### config.mk
export PLATFORM = sky130hd
export DESIGN_NAME = rsa_alu
export DESIGN_NICKNAME = d
export VERILOG_FILES = /design/src/rsa_pkg.sv /design/src/rsa_shifter.sv /design/src/rsa_cond.sv /design/src/rsa_alu.sv
export SDC_FILE = /design/constraint.sdc
export NUM_CORES = 2
export LEC_CHECK = 0
export ABC_CLOCK_PERIOD_IN_PS = 20900
export BUFFER_PORTS_ARGS = -buffer_cell sky130_fd_sc_hd__buf_2
export CAP_MARGIN = 20
export CORE_ASPECT_RATIO = 0.5
export CORE_UTILIZATION = 67
export CTS_CLUSTER_SIZE = 25
export DETAILED_ROUTE_END_ITERATION = 8
export GPL_TIMING_DRIVEN = 0
export PLACE_DENSITY = 0.89
export SYNTH_ARGS = -nofsm -noshare
export SYNTH_HDL_FRONTEND = slang
export SYNTH_SLANG_ARGS = --single-unit
### constraint.sdc
create_clock -name clock -period 20.9 [get_ports clock]
set_clock_uncertainty 0.15 [all_clocks]
set_input_delay 3.135 -clock clock [delete_from_list [all_inputs] [get_ports clock]]
set_output_delay 3.135 -clock clock [all_outputs]
set_load 0.03 [all_outputs]
### src/rsa_pkg.sv
package rsa_pkg;
   localparam int unsigned DATA_W   = 32;
   localparam int unsigned REG_W    = 4;
   localparam int unsigned NUM_REGS = 16;
   localparam int unsigned IMM_W    = 8;
   localparam int unsigned ROT_W    = 4;
   localparam int unsigned AMT_W    = 6;
   localparam int unsigned COND_W   = 4;

   localparam logic [5:0] SHIFT_MAX_REG = 6'h20;
   localparam logic [5:0] SHIFT_MAX_IMM = 6'h1f;
   localparam logic [5:0] SHIFT_MIN     = 6'h01;

   localparam logic [REG_W-1:0] PROG_COUNTER_INDEX = 4'hf;
   localparam logic [REG_W-1:0] LINK_INDEX         = 4'he;
   localparam logic [REG_W-1:0] STACK_PTR_INDEX    = 4'hd;

   localparam logic [DATA_W-1:0] REG_RESET = 32'h0000_0000;

   typedef enum logic [2:0]
   {
      RSA_SH_ASL = 3'h0,
      RSA_SH_LSL = 3'h1,
      RSA_SH_LSR = 3'h2,
      RSA_SH_ASR = 3'h3,
      RSA_SH_ROR = 3'h4
   } rsa_shift_t;

   typedef enum logic [1:0]
   {
      RSA_OP_REG_SHIFT = 2'h0,
      RSA_OP_IMM_SHIFT = 2'h1,
      RSA_OP_ROT_CARRY = 2'h2,
      RSA_OP_IMM_ROT   = 2'h3
   } rsa_opform_t;

   typedef enum logic [1:0]
   {
      RSA_ST_IDLE  = 2'b00,
      RSA_ST_EXEC  = 2'b01,
      RSA_ST_WRITE = 2'b11
   } rsa_state_t;

   localparam logic [COND_W-1:0] COND_EQ = 4'h0;
   localparam logic [COND_W-1:0] COND_NE = 4'h1;
   localparam logic [COND_W-1:0] COND_CS = 4'h2;
   localparam logic [COND_W-1:0] COND_CC = 4'h3;
   localparam logic [COND_W-1:0] COND_MI = 4'h4;
   localparam logic [COND_W-1:0] COND_PL = 4'h5;
   localparam logic [COND_W-1:0] COND_VS = 4'h6;
   localparam logic [COND_W-1:0] COND_VC = 4'h7;
   localparam logic [COND_W-1:0] COND_HI = 4'h8;
   localparam logic [COND_W-1:0] COND_LS = 4'h9;
   localparam logic [COND_W-1:0] COND_GE = 4'ha;
   localparam logic [COND_W-1:0] COND_LT = 4'hb;
   localparam logic [COND_W-1:0] COND_GT = 4'hc;
   localparam logic [COND_W-1:0] COND_LE = 4'hd;
   localparam logic [COND_W-1:0] COND_AL = 4'he;
   localparam logic [COND_W-1:0] COND_NV = 4'hf;
endpackage : rsa_pkg

### src/rsa_shifter.sv
`timescale 1ns/10ps
module rsa_shifter
(
   input  wire logic [31:0]         value,
   input  wire logic [5:0]          amount,
   input  wire rsa_pkg::rsa_shift_t kind,
   input  wire logic                carry_in,
   output logic      [31:0]         result,
   output logic                     carry_out
);
   logic [63:0] wide;
   logic [4:0]  rot;

   always_comb
   begin
      wide      = 64'h0;
      rot       = amount[4:0];
      result    = value;
      carry_out = carry_in;
      if (amount != 6'h00)
      begin
         case (kind)
            rsa_pkg::RSA_SH_ASL,
            rsa_pkg::RSA_SH_LSL:
            begin
               wide      = {32'h0, value} << amount;
               result    = wide[31:0];
               carry_out = wide[32];
            end
            rsa_pkg::RSA_SH_LSR:
            begin
               wide      = {value, 32'h0} >> amount;
               result    = wide[63:32];
               carry_out = wide[31];
            end
            rsa_pkg::RSA_SH_ASR:
            begin
               wide      = $signed({value, 32'h0}) >>> amount;
               result    = wide[63:32];
               carry_out = wide[31];
            end
            rsa_pkg::RSA_SH_ROR:
            begin
               // a rotate by 32 leaves the word as is but moves bit 31 out
               wide      = {value, value} >> rot;
               result    = wide[31:0];
               carry_out = result[31];
            end
            default:
            begin
               result    = value;
               carry_out = carry_in;
            end
         endcase
      end
   end
endmodule : rsa_shifter

### src/rsa_cond.sv
`timescale 1ns/10ps
module rsa_cond
(
   input  wire logic [3:0] cond,
   input  wire logic       flag_n,
   input  wire logic       flag_z,
   input  wire logic       flag_c,
   input  wire logic       flag_v,
   output logic            pass
);
   always_comb
   begin
      case (cond)
         rsa_pkg::COND_EQ: pass = flag_z;
         rsa_pkg::COND_NE: pass = !flag_z;
         rsa_pkg::COND_CS: pass = flag_c;
         rsa_pkg::COND_CC: pass = !flag_c;
         rsa_pkg::COND_MI: pass = flag_n;
         rsa_pkg::COND_PL: pass = !flag_n;
         rsa_pkg::COND_VS: pass = flag_v;
         rsa_pkg::COND_VC: pass = !flag_v;
         rsa_pkg::COND_HI: pass = flag_c && !flag_z;
         rsa_pkg::COND_LS: pass = !flag_c || flag_z;
         rsa_pkg::COND_GE: pass = flag_n == flag_v;
         rsa_pkg::COND_LT: pass = flag_n != flag_v;
         rsa_pkg::COND_GT: pass = !flag_z && (flag_n == flag_v);
         rsa_pkg::COND_LE: pass = flag_z || (flag_n != flag_v);
         rsa_pkg::COND_AL: pass = 1'b1;
         default:          pass = 1'b0;
      endcase
   end
endmodule : rsa_cond

### src/rsa_alu.sv
// Function
// - reverse subtract is normal subtract with operand roles swapped
// - reverse subtract writes flexible operand minus first source, 32 bits
// - with borrow: flexible minus first source minus one plus carry
// - carry acts as inverted borrow: clear carry subtracts an extra one
// - both forms can update negative, zero, carry and overflow flags
// - flags update only with the set-flags option, else unchanged
// - instruction executes only when its condition field is satisfied
// - flexible operand: reg shift reg, reg shift imm, carry rotate, rotated imm
// - shifter offers asl, lsl, lsr, asr and ror
// - register-held shift counts from one through thirty-two accepted
// - immediate shift counts from one through thirty-one accepted
// - immediate operand is 8 bits rotated into a 32-bit word
// - destination and first source may be any of sixteen registers
// - borrow form chains upper words after a lower reverse subtract
`timescale 1ns/10ps
module rsa_alu
(
   input  wire logic                clock,
   input  wire logic                rst_n,
   input  wire logic                issue,
   input  wire logic                with_borrow,
   input  wire logic                set_flags,
   input  wire logic [3:0]          cond,
   input  wire logic [3:0]          dest_reg,
   input  wire logic [3:0]          first_source_register,
   input  wire rsa_pkg::rsa_opform_t op_form,
   input  wire logic [3:0]          shifted_operand_register,
   input  wire logic [3:0]          shift_amount_register,
   input  wire rsa_pkg::rsa_shift_t shift_kind,
   input  wire logic [4:0]          shift_imm,
   input  wire logic [7:0]          imm_value,
   input  wire logic [3:0]          imm_rotate,
   input  wire logic                load_en,
   input  wire logic [3:0]          load_reg,
   input  wire logic [31:0]         load_data,
   input  wire logic [3:0]          peek_reg,
   output logic                     busy,
   output logic                     done,
   output logic                     executed,
   output logic                     bad_shift,
   output logic [31:0]              result,
   output logic [31:0]              peek_data,
   output logic                     flag_n,
   output logic                     flag_z,
   output logic                     flag_c,
   output logic                     flag_v
);
   localparam int unsigned W = rsa_pkg::DATA_W;

   // one write port for both the load path and the alu result
   logic [W-1:0] regs_q [rsa_pkg::NUM_REGS];
   logic [W-1:0] regs_d [rsa_pkg::NUM_REGS];

   rsa_pkg::rsa_state_t state_q;
   rsa_pkg::rsa_state_t state_d;
   logic          n_q, z_q, c_q, v_q;
   logic          n_d, z_d, c_d, v_d;
   logic [W-1:0]  res_q, res_d;
   logic [W-1:0]  peek_q, peek_d;
   logic          done_q, done_d;
   logic          exec_q, exec_d;
   logic          bad_q, bad_d;
   logic          busy_q, busy_d;

   // latched instruction
   logic          brw_q, brw_d;
   logic          sf_q, sf_d;
   logic [3:0]    cond_q, cond_d;
   logic [3:0]    rd_q, rd_d;
   logic [3:0]    src_q, src_d;
   rsa_pkg::rsa_opform_t form_q, form_d;
   logic [3:0]    opd_q, opd_d;
   logic [3:0]    amr_q, amr_d;
   rsa_pkg::rsa_shift_t kind_q, kind_d;
   logic [4:0]    simm_q, simm_d;
   logic [7:0]    imm_q, imm_d;
   logic [3:0]    rot_q, rot_d;

   logic [W-1:0]  sh_in, sh_out, flex;
   logic [5:0]    sh_amt;
   logic          cond_ok;
   logic [W:0]    diff;
   logic          amt_bad;

   function automatic logic [W-1:0] rot_imm(input logic [7:0] v,
                                            input logic [3:0] r);
      logic [2*W-1:0] dbl;
      dbl     = {24'h0, v, 24'h0, v} >> {r, 1'b0};
      rot_imm = dbl[W-1:0];
   endfunction : rot_imm

   rsa_shifter u_shift
   (
      .value     (sh_in),
      .amount    (sh_amt),
      .kind      (kind_q),
      .carry_in  (c_q),
      .result    (sh_out),
      // subtract carry comes from the adder, so shifter carry stays open
      .carry_out ()
   );

   rsa_cond u_cond
   (
      .cond   (cond_q),
      .flag_n (n_q),
      .flag_z (z_q),
      .flag_c (c_q),
      .flag_v (v_q),
      .pass   (cond_ok)
   );

   // flexible operand forming
   always_comb
   begin
      sh_in   = regs_q[opd_q];
      sh_amt  = 6'h00;
      amt_bad = 1'b0;
      flex    = sh_in;
      case (form_q)
         rsa_pkg::RSA_OP_REG_SHIFT:
         begin
            // only the low six bits of the count register are honoured
            sh_amt  = regs_q[amr_q][5:0];
            amt_bad = (sh_amt < rsa_pkg::SHIFT_MIN) ||
                      (sh_amt > rsa_pkg::SHIFT_MAX_REG);
            flex    = sh_out;
         end
         rsa_pkg::RSA_OP_IMM_SHIFT:
         begin
            sh_amt  = {1'b0, simm_q};
            amt_bad = (sh_amt < rsa_pkg::SHIFT_MIN) ||
                      (sh_amt > rsa_pkg::SHIFT_MAX_IMM);
            flex    = sh_out;
         end
         rsa_pkg::RSA_OP_ROT_CARRY:
            flex = {c_q, sh_in[W-1:1]};
         rsa_pkg::RSA_OP_IMM_ROT:
            flex = rot_imm(imm_q, rot_q);
         default:
            flex = sh_in;
      endcase
   end

   // flexible operand is the minuend; carry in stands for not-borrow
   always_comb
   begin
      diff = {1'b0, flex} + {1'b0, ~regs_q[src_q]} +
             {{W{1'b0}}, (brw_q ? c_q : 1'b1)};
   end

   always_comb
   begin
      state_d = state_q;
      regs_d  = regs_q;
      n_d     = n_q;
      z_d     = z_q;
      c_d     = c_q;
      v_d     = v_q;
      res_d   = res_q;
      done_d  = 1'b0;
      exec_d  = exec_q;
      bad_d   = bad_q;
      peek_d  = regs_q[peek_reg];
      brw_d   = brw_q;
      sf_d    = sf_q;
      cond_d  = cond_q;
      rd_d    = rd_q;
      src_d   = src_q;
      form_d  = form_q;
      opd_d   = opd_q;
      amr_d   = amr_q;
      kind_d  = kind_q;
      simm_d  = simm_q;
      imm_d   = imm_q;
      rot_d   = rot_q;
      if (load_en && (state_q == rsa_pkg::RSA_ST_IDLE))
      begin
         regs_d[load_reg] = load_data;
      end
      case (state_q)
         rsa_pkg::RSA_ST_IDLE:
         begin
            if (issue)
            begin
               brw_d   = with_borrow;
               sf_d    = set_flags;
               cond_d  = cond;
               rd_d    = dest_reg;
               src_d   = first_source_register;
               form_d  = op_form;
               opd_d   = shifted_operand_register;
               amr_d   = shift_amount_register;
               kind_d  = shift_kind;
               simm_d  = shift_imm;
               imm_d   = imm_value;
               rot_d   = imm_rotate;
               state_d = rsa_pkg::RSA_ST_EXEC;
            end
         end
         rsa_pkg::RSA_ST_EXEC:
         begin
            exec_d  = cond_ok && !amt_bad;
            bad_d   = amt_bad;
            state_d = rsa_pkg::RSA_ST_WRITE;
            if (cond_ok && !amt_bad)
            begin
               res_d        = diff[W-1:0];
               regs_d[rd_q] = diff[W-1:0];
               if (sf_q)
               begin
                  n_d = diff[W-1];
                  z_d = (diff[W-1:0] == '0);
                  c_d = diff[W];
                  v_d = (flex[W-1] != regs_q[src_q][W-1]) &&
                        (diff[W-1] != flex[W-1]);
               end
            end
         end
         rsa_pkg::RSA_ST_WRITE:
         begin
            done_d  = 1'b1;
            state_d = rsa_pkg::RSA_ST_IDLE;
         end
         default:
            state_d = rsa_pkg::RSA_ST_IDLE;
      endcase
      // busy leaves a flop so the output carries no decode glitch
      busy_d = (state_d != rsa_pkg::RSA_ST_IDLE);
   end

   always_ff @(posedge clock or negedge rst_n)
   begin
      if (!rst_n)
      begin
         for (int i = 0; i < rsa_pkg::NUM_REGS; i++)
         begin
            regs_q[i] <= rsa_pkg::REG_RESET;
         end
         state_q <= rsa_pkg::RSA_ST_IDLE;
         busy_q  <= 1'b0;
         n_q     <= 1'b0;
         z_q     <= 1'b0;
         c_q     <= 1'b0;
         v_q     <= 1'b0;
         res_q   <= rsa_pkg::REG_RESET;
         peek_q  <= rsa_pkg::REG_RESET;
         done_q  <= 1'b0;
         exec_q  <= 1'b0;
         bad_q   <= 1'b0;
         brw_q   <= 1'b0;
         sf_q    <= 1'b0;
         cond_q  <= rsa_pkg::COND_AL;
         rd_q    <= 4'h0;
         src_q   <= 4'h0;
         form_q  <= rsa_pkg::RSA_OP_REG_SHIFT;
         opd_q   <= 4'h0;
         amr_q   <= 4'h0;
         kind_q  <= rsa_pkg::RSA_SH_LSL;
         simm_q  <= 5'h00;
         imm_q   <= 8'h00;
         rot_q   <= 4'h0;
      end
      else
      begin
         regs_q  <= regs_d;
         state_q <= state_d;
         busy_q  <= busy_d;
         n_q     <= n_d;
         z_q     <= z_d;
         c_q     <= c_d;
         v_q     <= v_d;
         res_q   <= res_d;
         peek_q  <= peek_d;
         done_q  <= done_d;
         exec_q  <= exec_d;
         bad_q   <= bad_d;
         brw_q   <= brw_d;
         sf_q    <= sf_d;
         cond_q  <= cond_d;
         rd_q    <= rd_d;
         src_q   <= src_d;
         form_q  <= form_d;
         opd_q   <= opd_d;
         amr_q   <= amr_d;
         kind_q  <= kind_d;
         simm_q  <= simm_d;
         imm_q   <= imm_d;
         rot_q   <= rot_d;
      end
   end

   assign busy      = busy_q;
   assign done      = done_q;
   assign executed  = exec_q;
   assign bad_shift = bad_q;
   assign result    = res_q;
   assign peek_data = peek_q;
   assign flag_n    = n_q;
   assign flag_z    = z_q;
   assign flag_c    = c_q;
   assign flag_v    = v_q;
endmodule : rsa_alu

==> summary.txt, run 1 <==
outcome = aborted with a tool error
Exit stage = 5_1_grt
error message = [ERROR GRT-0116] Global routing finished with congestion. Check the congestion regions in the DRC Viewer.
share of the synthesized area in the top cell type = 32.20%
Mapped Avg Cell Area = 10.29 µm²
post-CTS setup buffer count = 0
clock net sink count = 630
global-route wire length before repair = 392.9 mm
register area share after synthesis = 32.41%
total CTS buffers = 56
# rows = 69
Post-Syn Nets = 4851
most frequent cell after synthesis = dfrtp_1
Die W = 383.1 µm
clock tree buffer depth = 3
num ports = 160
most frequent cells after synthesis = dfrtp_1, mux4_2, nand2_1
Synth area leaders = dfrtp_1, mux4_2, mux2i_1, mux2_2, o21ai_0
Total GRT Usage = 75.93%
largest area contributor in the netlist = dfrtp_1
asr flop ratio synth = 100.0%
largest net degree at the start of global routing = 119
GRT overflow = 1
Hold Buf Count CTS = 0
CTS root buf = clkbuf_16
EDFF count, synth = 0
routability cong. = 1.209
Mapped Cells = 4730
Die H = 192.6 µm
flop and latch count out of synthesis = 630
Starting Density = 68.15%
port bufs = 154
post_cts resized = 0
Top FF cell, synth = dfrtp_1
number of distinct library cells after synthesis = 84
YS warnings = 0
HPWL after DPL = 188.4 mm
vias in the first global route = 55019
dpl cell area = 51800 µm²
H-tree Lvls = 2
Synth Cell Area = 48660 µm²
-- logic make-up after synthesis --
kind of cell,after synthesis,share of synthesized area (%)
and+or+nand+nor,1175,10.66
adders and majority gates,33,0.8794
muxes,1125,36.53
AOI/OAI and AO/OA,1195,14.38
DFF,630,32.41
xor gates and xnor gates,34,0.6120
buffers and inverters,538,4.523
-- per-stage QoR --
stage               hold WS [ns]  std cells  worst slack [ns]
CTS                       0.3240       6017             11.58
detailed placement        0.3084       5912             11.66
global placement          0.3075       5842             3.795
floorplan                 0.3041       4730             14.36
-- routing by layer --
layer	track usage (%)	overflow
met3	63.27	0
met5	47.35	0
met2	89.84	0
met4	69.52	1
met1	77.69	0
==> inputs of run 2 (changes only) <==
--- a/config.mk
+++ b/config.mk
@@ -8,12 +8,10 @@
 export ABC_CLOCK_PERIOD_IN_PS = 20900
 export BUFFER_PORTS_ARGS = -buffer_cell sky130_fd_sc_hd__buf_2
 export CAP_MARGIN = 20
-export CORE_ASPECT_RATIO = 0.5
-export CORE_UTILIZATION = 67
-export CTS_CLUSTER_SIZE = 25
+export CORE_UTILIZATION = 40
 export DETAILED_ROUTE_END_ITERATION = 8
 export GPL_TIMING_DRIVEN = 0
-export PLACE_DENSITY = 0.89
+export PLACE_DENSITY_LB_ADDON = 0.15
 export SYNTH_ARGS = -nofsm -noshare
 export SYNTH_HDL_FRONTEND = slang
 export SYNTH_SLANG_ARGS = --single-unit
==> run 2 against run 1 <==
The run now ends clean; synthesized area did not move; synthesized cell count did not move.
==> summary.txt, run 2 <==
Least-Margin Pin Slew = 1.349 ns
Clk pin slew, worst setup/hold paths = 0.06 ns
Area growth, synth to finish = 15.74%
core area = 120300 µm²
clock net sink count = 630
EDFF count, synth = 0
Reg area = 15770 µm²
Design Area, Final = 56310 µm²
CP dominant cell by count = clkbuf_1
Crit Path Max Fanout = 10
clock period minus worst slack = 10.94 ns
Synth area leaders = dfrtp_1, mux4_2, mux2i_1, mux2_2, o21ai_0
Starting Density = 40.45%
RSZ-0062 raised after global routing = false
main combinational cell family by area after synthesis = multiplexers
Multi-input gate area = 30760 µm²
# rows = 127
port bufs = 154
outcome = finished, final reports clean
Final Hold Fails = 0
Top FF cell, synth = dfrtp_1
Worst Path Arrival = 11.32 ns
max FFs per register = 512
Reg with most FFs = regs_q
CTS root buf = clkbuf_16
drt wl/cell = 41.05 µm
worst hold-check path type = register to register
max cap viols = 0
num ports = 160
fillcell total = 11389
commonest non-fill, non-tap cell in the layout = dfrtp_1
worst-path cell chain = buf_2 > buf_2 > clkbuf_1 > mux4_2 > mux2i_1 > mux2i_1 > clkbuf_1 > o21ai_1 > nand3_1 > nand2_1 > o21ai_0 > o21ai_0 > a221oi_1 > ha_1 > clkbuf_1 > a2111o_1 > a31oi_1 > o21a_1 > or4_1 > a21oi_1 > o22ai_1 > xor2_1 > clkbuf_1 > o21ai_0
global-route wire length before repair = 377.3 mm
most frequent cells after synthesis = dfrtp_1, mux4_2, nand2_1
mux contribution to synthesized area = 36.53%
Hold Path Cell Cnt = 2
Final nets = 5220
CP Capture Type = register
Worst slew margin = 10.07%
CP max-delay cell = xor2_1
via count = 48183
asr flop ratio synth = 100.0%
post-CTS setup buffer count = 0
1st-iter DRT viols = 7998
clock tree buffer depth = 3
First-pass DRT Iterations = 8
simple-gate area share of the yosys netlist = 10.66%
share of the synthesized area in the top cell type = 32.20%
Die W = 350.8 µm
startpoint type of the worst setup path = register
Total GRT Usage = 44.86%
DRC Markers = 0
vias in the first global route = 45181
Hold Buf Count CTS = 0
H-tree Lvls = 3
routability cong. = 1.078
final period utilization = 52.34%
most frequent cells in the layout = dfrtp_1, mux4_2, nand2_1, o21ai_0
YS warnings = 0
largest area contributor in the netlist = dfrtp_1
total die area = 123000 µm²
Synth Cell Area = 48660 µm²
most frequent cell after synthesis = dfrtp_1
Adder-Cell Fraction of Synth Area = 0.8794%
share of cells above drive strength 1 = 25.07%
WL final = 278.6 mm
Mapped Cells = 4730
post-route ant nets = 0
R2R cell count = 24
Slowest Stage Delay on Critical Path = 0.89 ns
setup TNS = 0 ns
largest net degree at the start of global routing = 115
Crit Path Class = register to register
Post-Syn Nets = 4851
dpl cell area = 53260 µm²
number of distinct library cells after synthesis = 84
GRT overflow = 0
antenna violations before repair = 18
register area share after synthesis = 32.41%
Die H = 350.8 µm
Fmax achieved = 91.42 MHz
HPWL after DPL = 206.0 mm
Clock Latency Late Sink = 0.70 ns
Setup-failing EPs final = 0
post_cts resized = 0
Via density = 7.100
max-slew violations = 0
flop and latch count out of synthesis = 630
post-synthesis compound-gate area fraction = 14.38%
Synth Area in XOR/XNOR = 0.6120%
total CTS buffers = 79
Mapped Avg Cell Area = 10.29 µm²
CTS tree = built
Critical Path RT = 21.29 ns
-- run 2: cell counts after synthesis --
No cell type changed its count.
-- run 2: final timing paths --
check,start,end,slack (ns)
worst max-delay path,opd_q[1],regs_q[447],9.96
worst min-delay path,result[2],result[2],0.32
worst max register to register,opd_q[1],regs_q[447],9.96
worst min register to register,result[2],result[2],0.32
max in group asynchronous,rst_n,regs_q[211],15.91
min in group asynchronous,rst_n,executed,2.25
-- run 2: cells by family (layout without fill, tap and decap cells) --
group                      after synthesis  after routing
muxes                                 1125           1125
AOI/OAI and AO/OA                     1195           1195
and+or+nand+nor                       1175           1175
xor gates and xnor gates                34             34
adders and majority gates               33             33
DFF                                    630            630
buffers and inverters                  538            974
other                                    0              8
-- run 2: worst max-delay path: cells and delay by family, from the launching register on --
kind | cells | cell delay [ns]
flops | 1 | 0.43
compound gates | 10 | 3.51
buf+inv | 6 | 3.07
xor+xnor | 1 | 0.89
simple gates | 3 | 1.20
fa+ha+maj | 1 | 0.39
mux | 3 | 1.08
-- run 2: metal layers --
layer | track usage, % | share of wire (%) | vias up
met4 | 34.10 | 9.5 | 16
met1 | 55.23 | 36 | 24120
met5 | 0 | 0.041 | -
li1 | - | - | 18655
met2 | 62.93 | 41 | 4278
met3 | 17.71 | 14 | 1114
-- run 2: metrics by stage --
| step | utilization [%] | worst slack (ns) | hold slack (ns) | std cells |
|---|---|---|---|---|
| 3_3_place_gp | 42.77 | 2.058 | 0.3065 | 6496 |
| 2_1_floorplan | - | 14.36 | 0.3041 | 4730 |
| 3_5_place_dp | 44.28 | 10.66 | 0.3111 | 6607 |
| 6_report | 46.81 | 9.962 | 0.3174 | 6786 |
| 5_1_grt | 46.80 | 10.13 | 0.3435 | 6780 |
| 4_1_cts | 46.55 | 10.61 | 0.3252 | 6755 |
-- run 2: layout make-up --
type                    instances  area share, %
diodes                          8        0.03555
clock inverters                41         0.8643
multi-input cells            3562          54.62
repair buffers                288          4.964
well taps                    1612          3.582
inverters                      64         0.4266
clock buffers                 107          3.984
flip-flops and latches        630          28.00
plain buffers                 474          3.524
Power of run 2 is not shown: default switching activity piles up to over one toggle a cycle in this logic, so the estimate is an artifact.
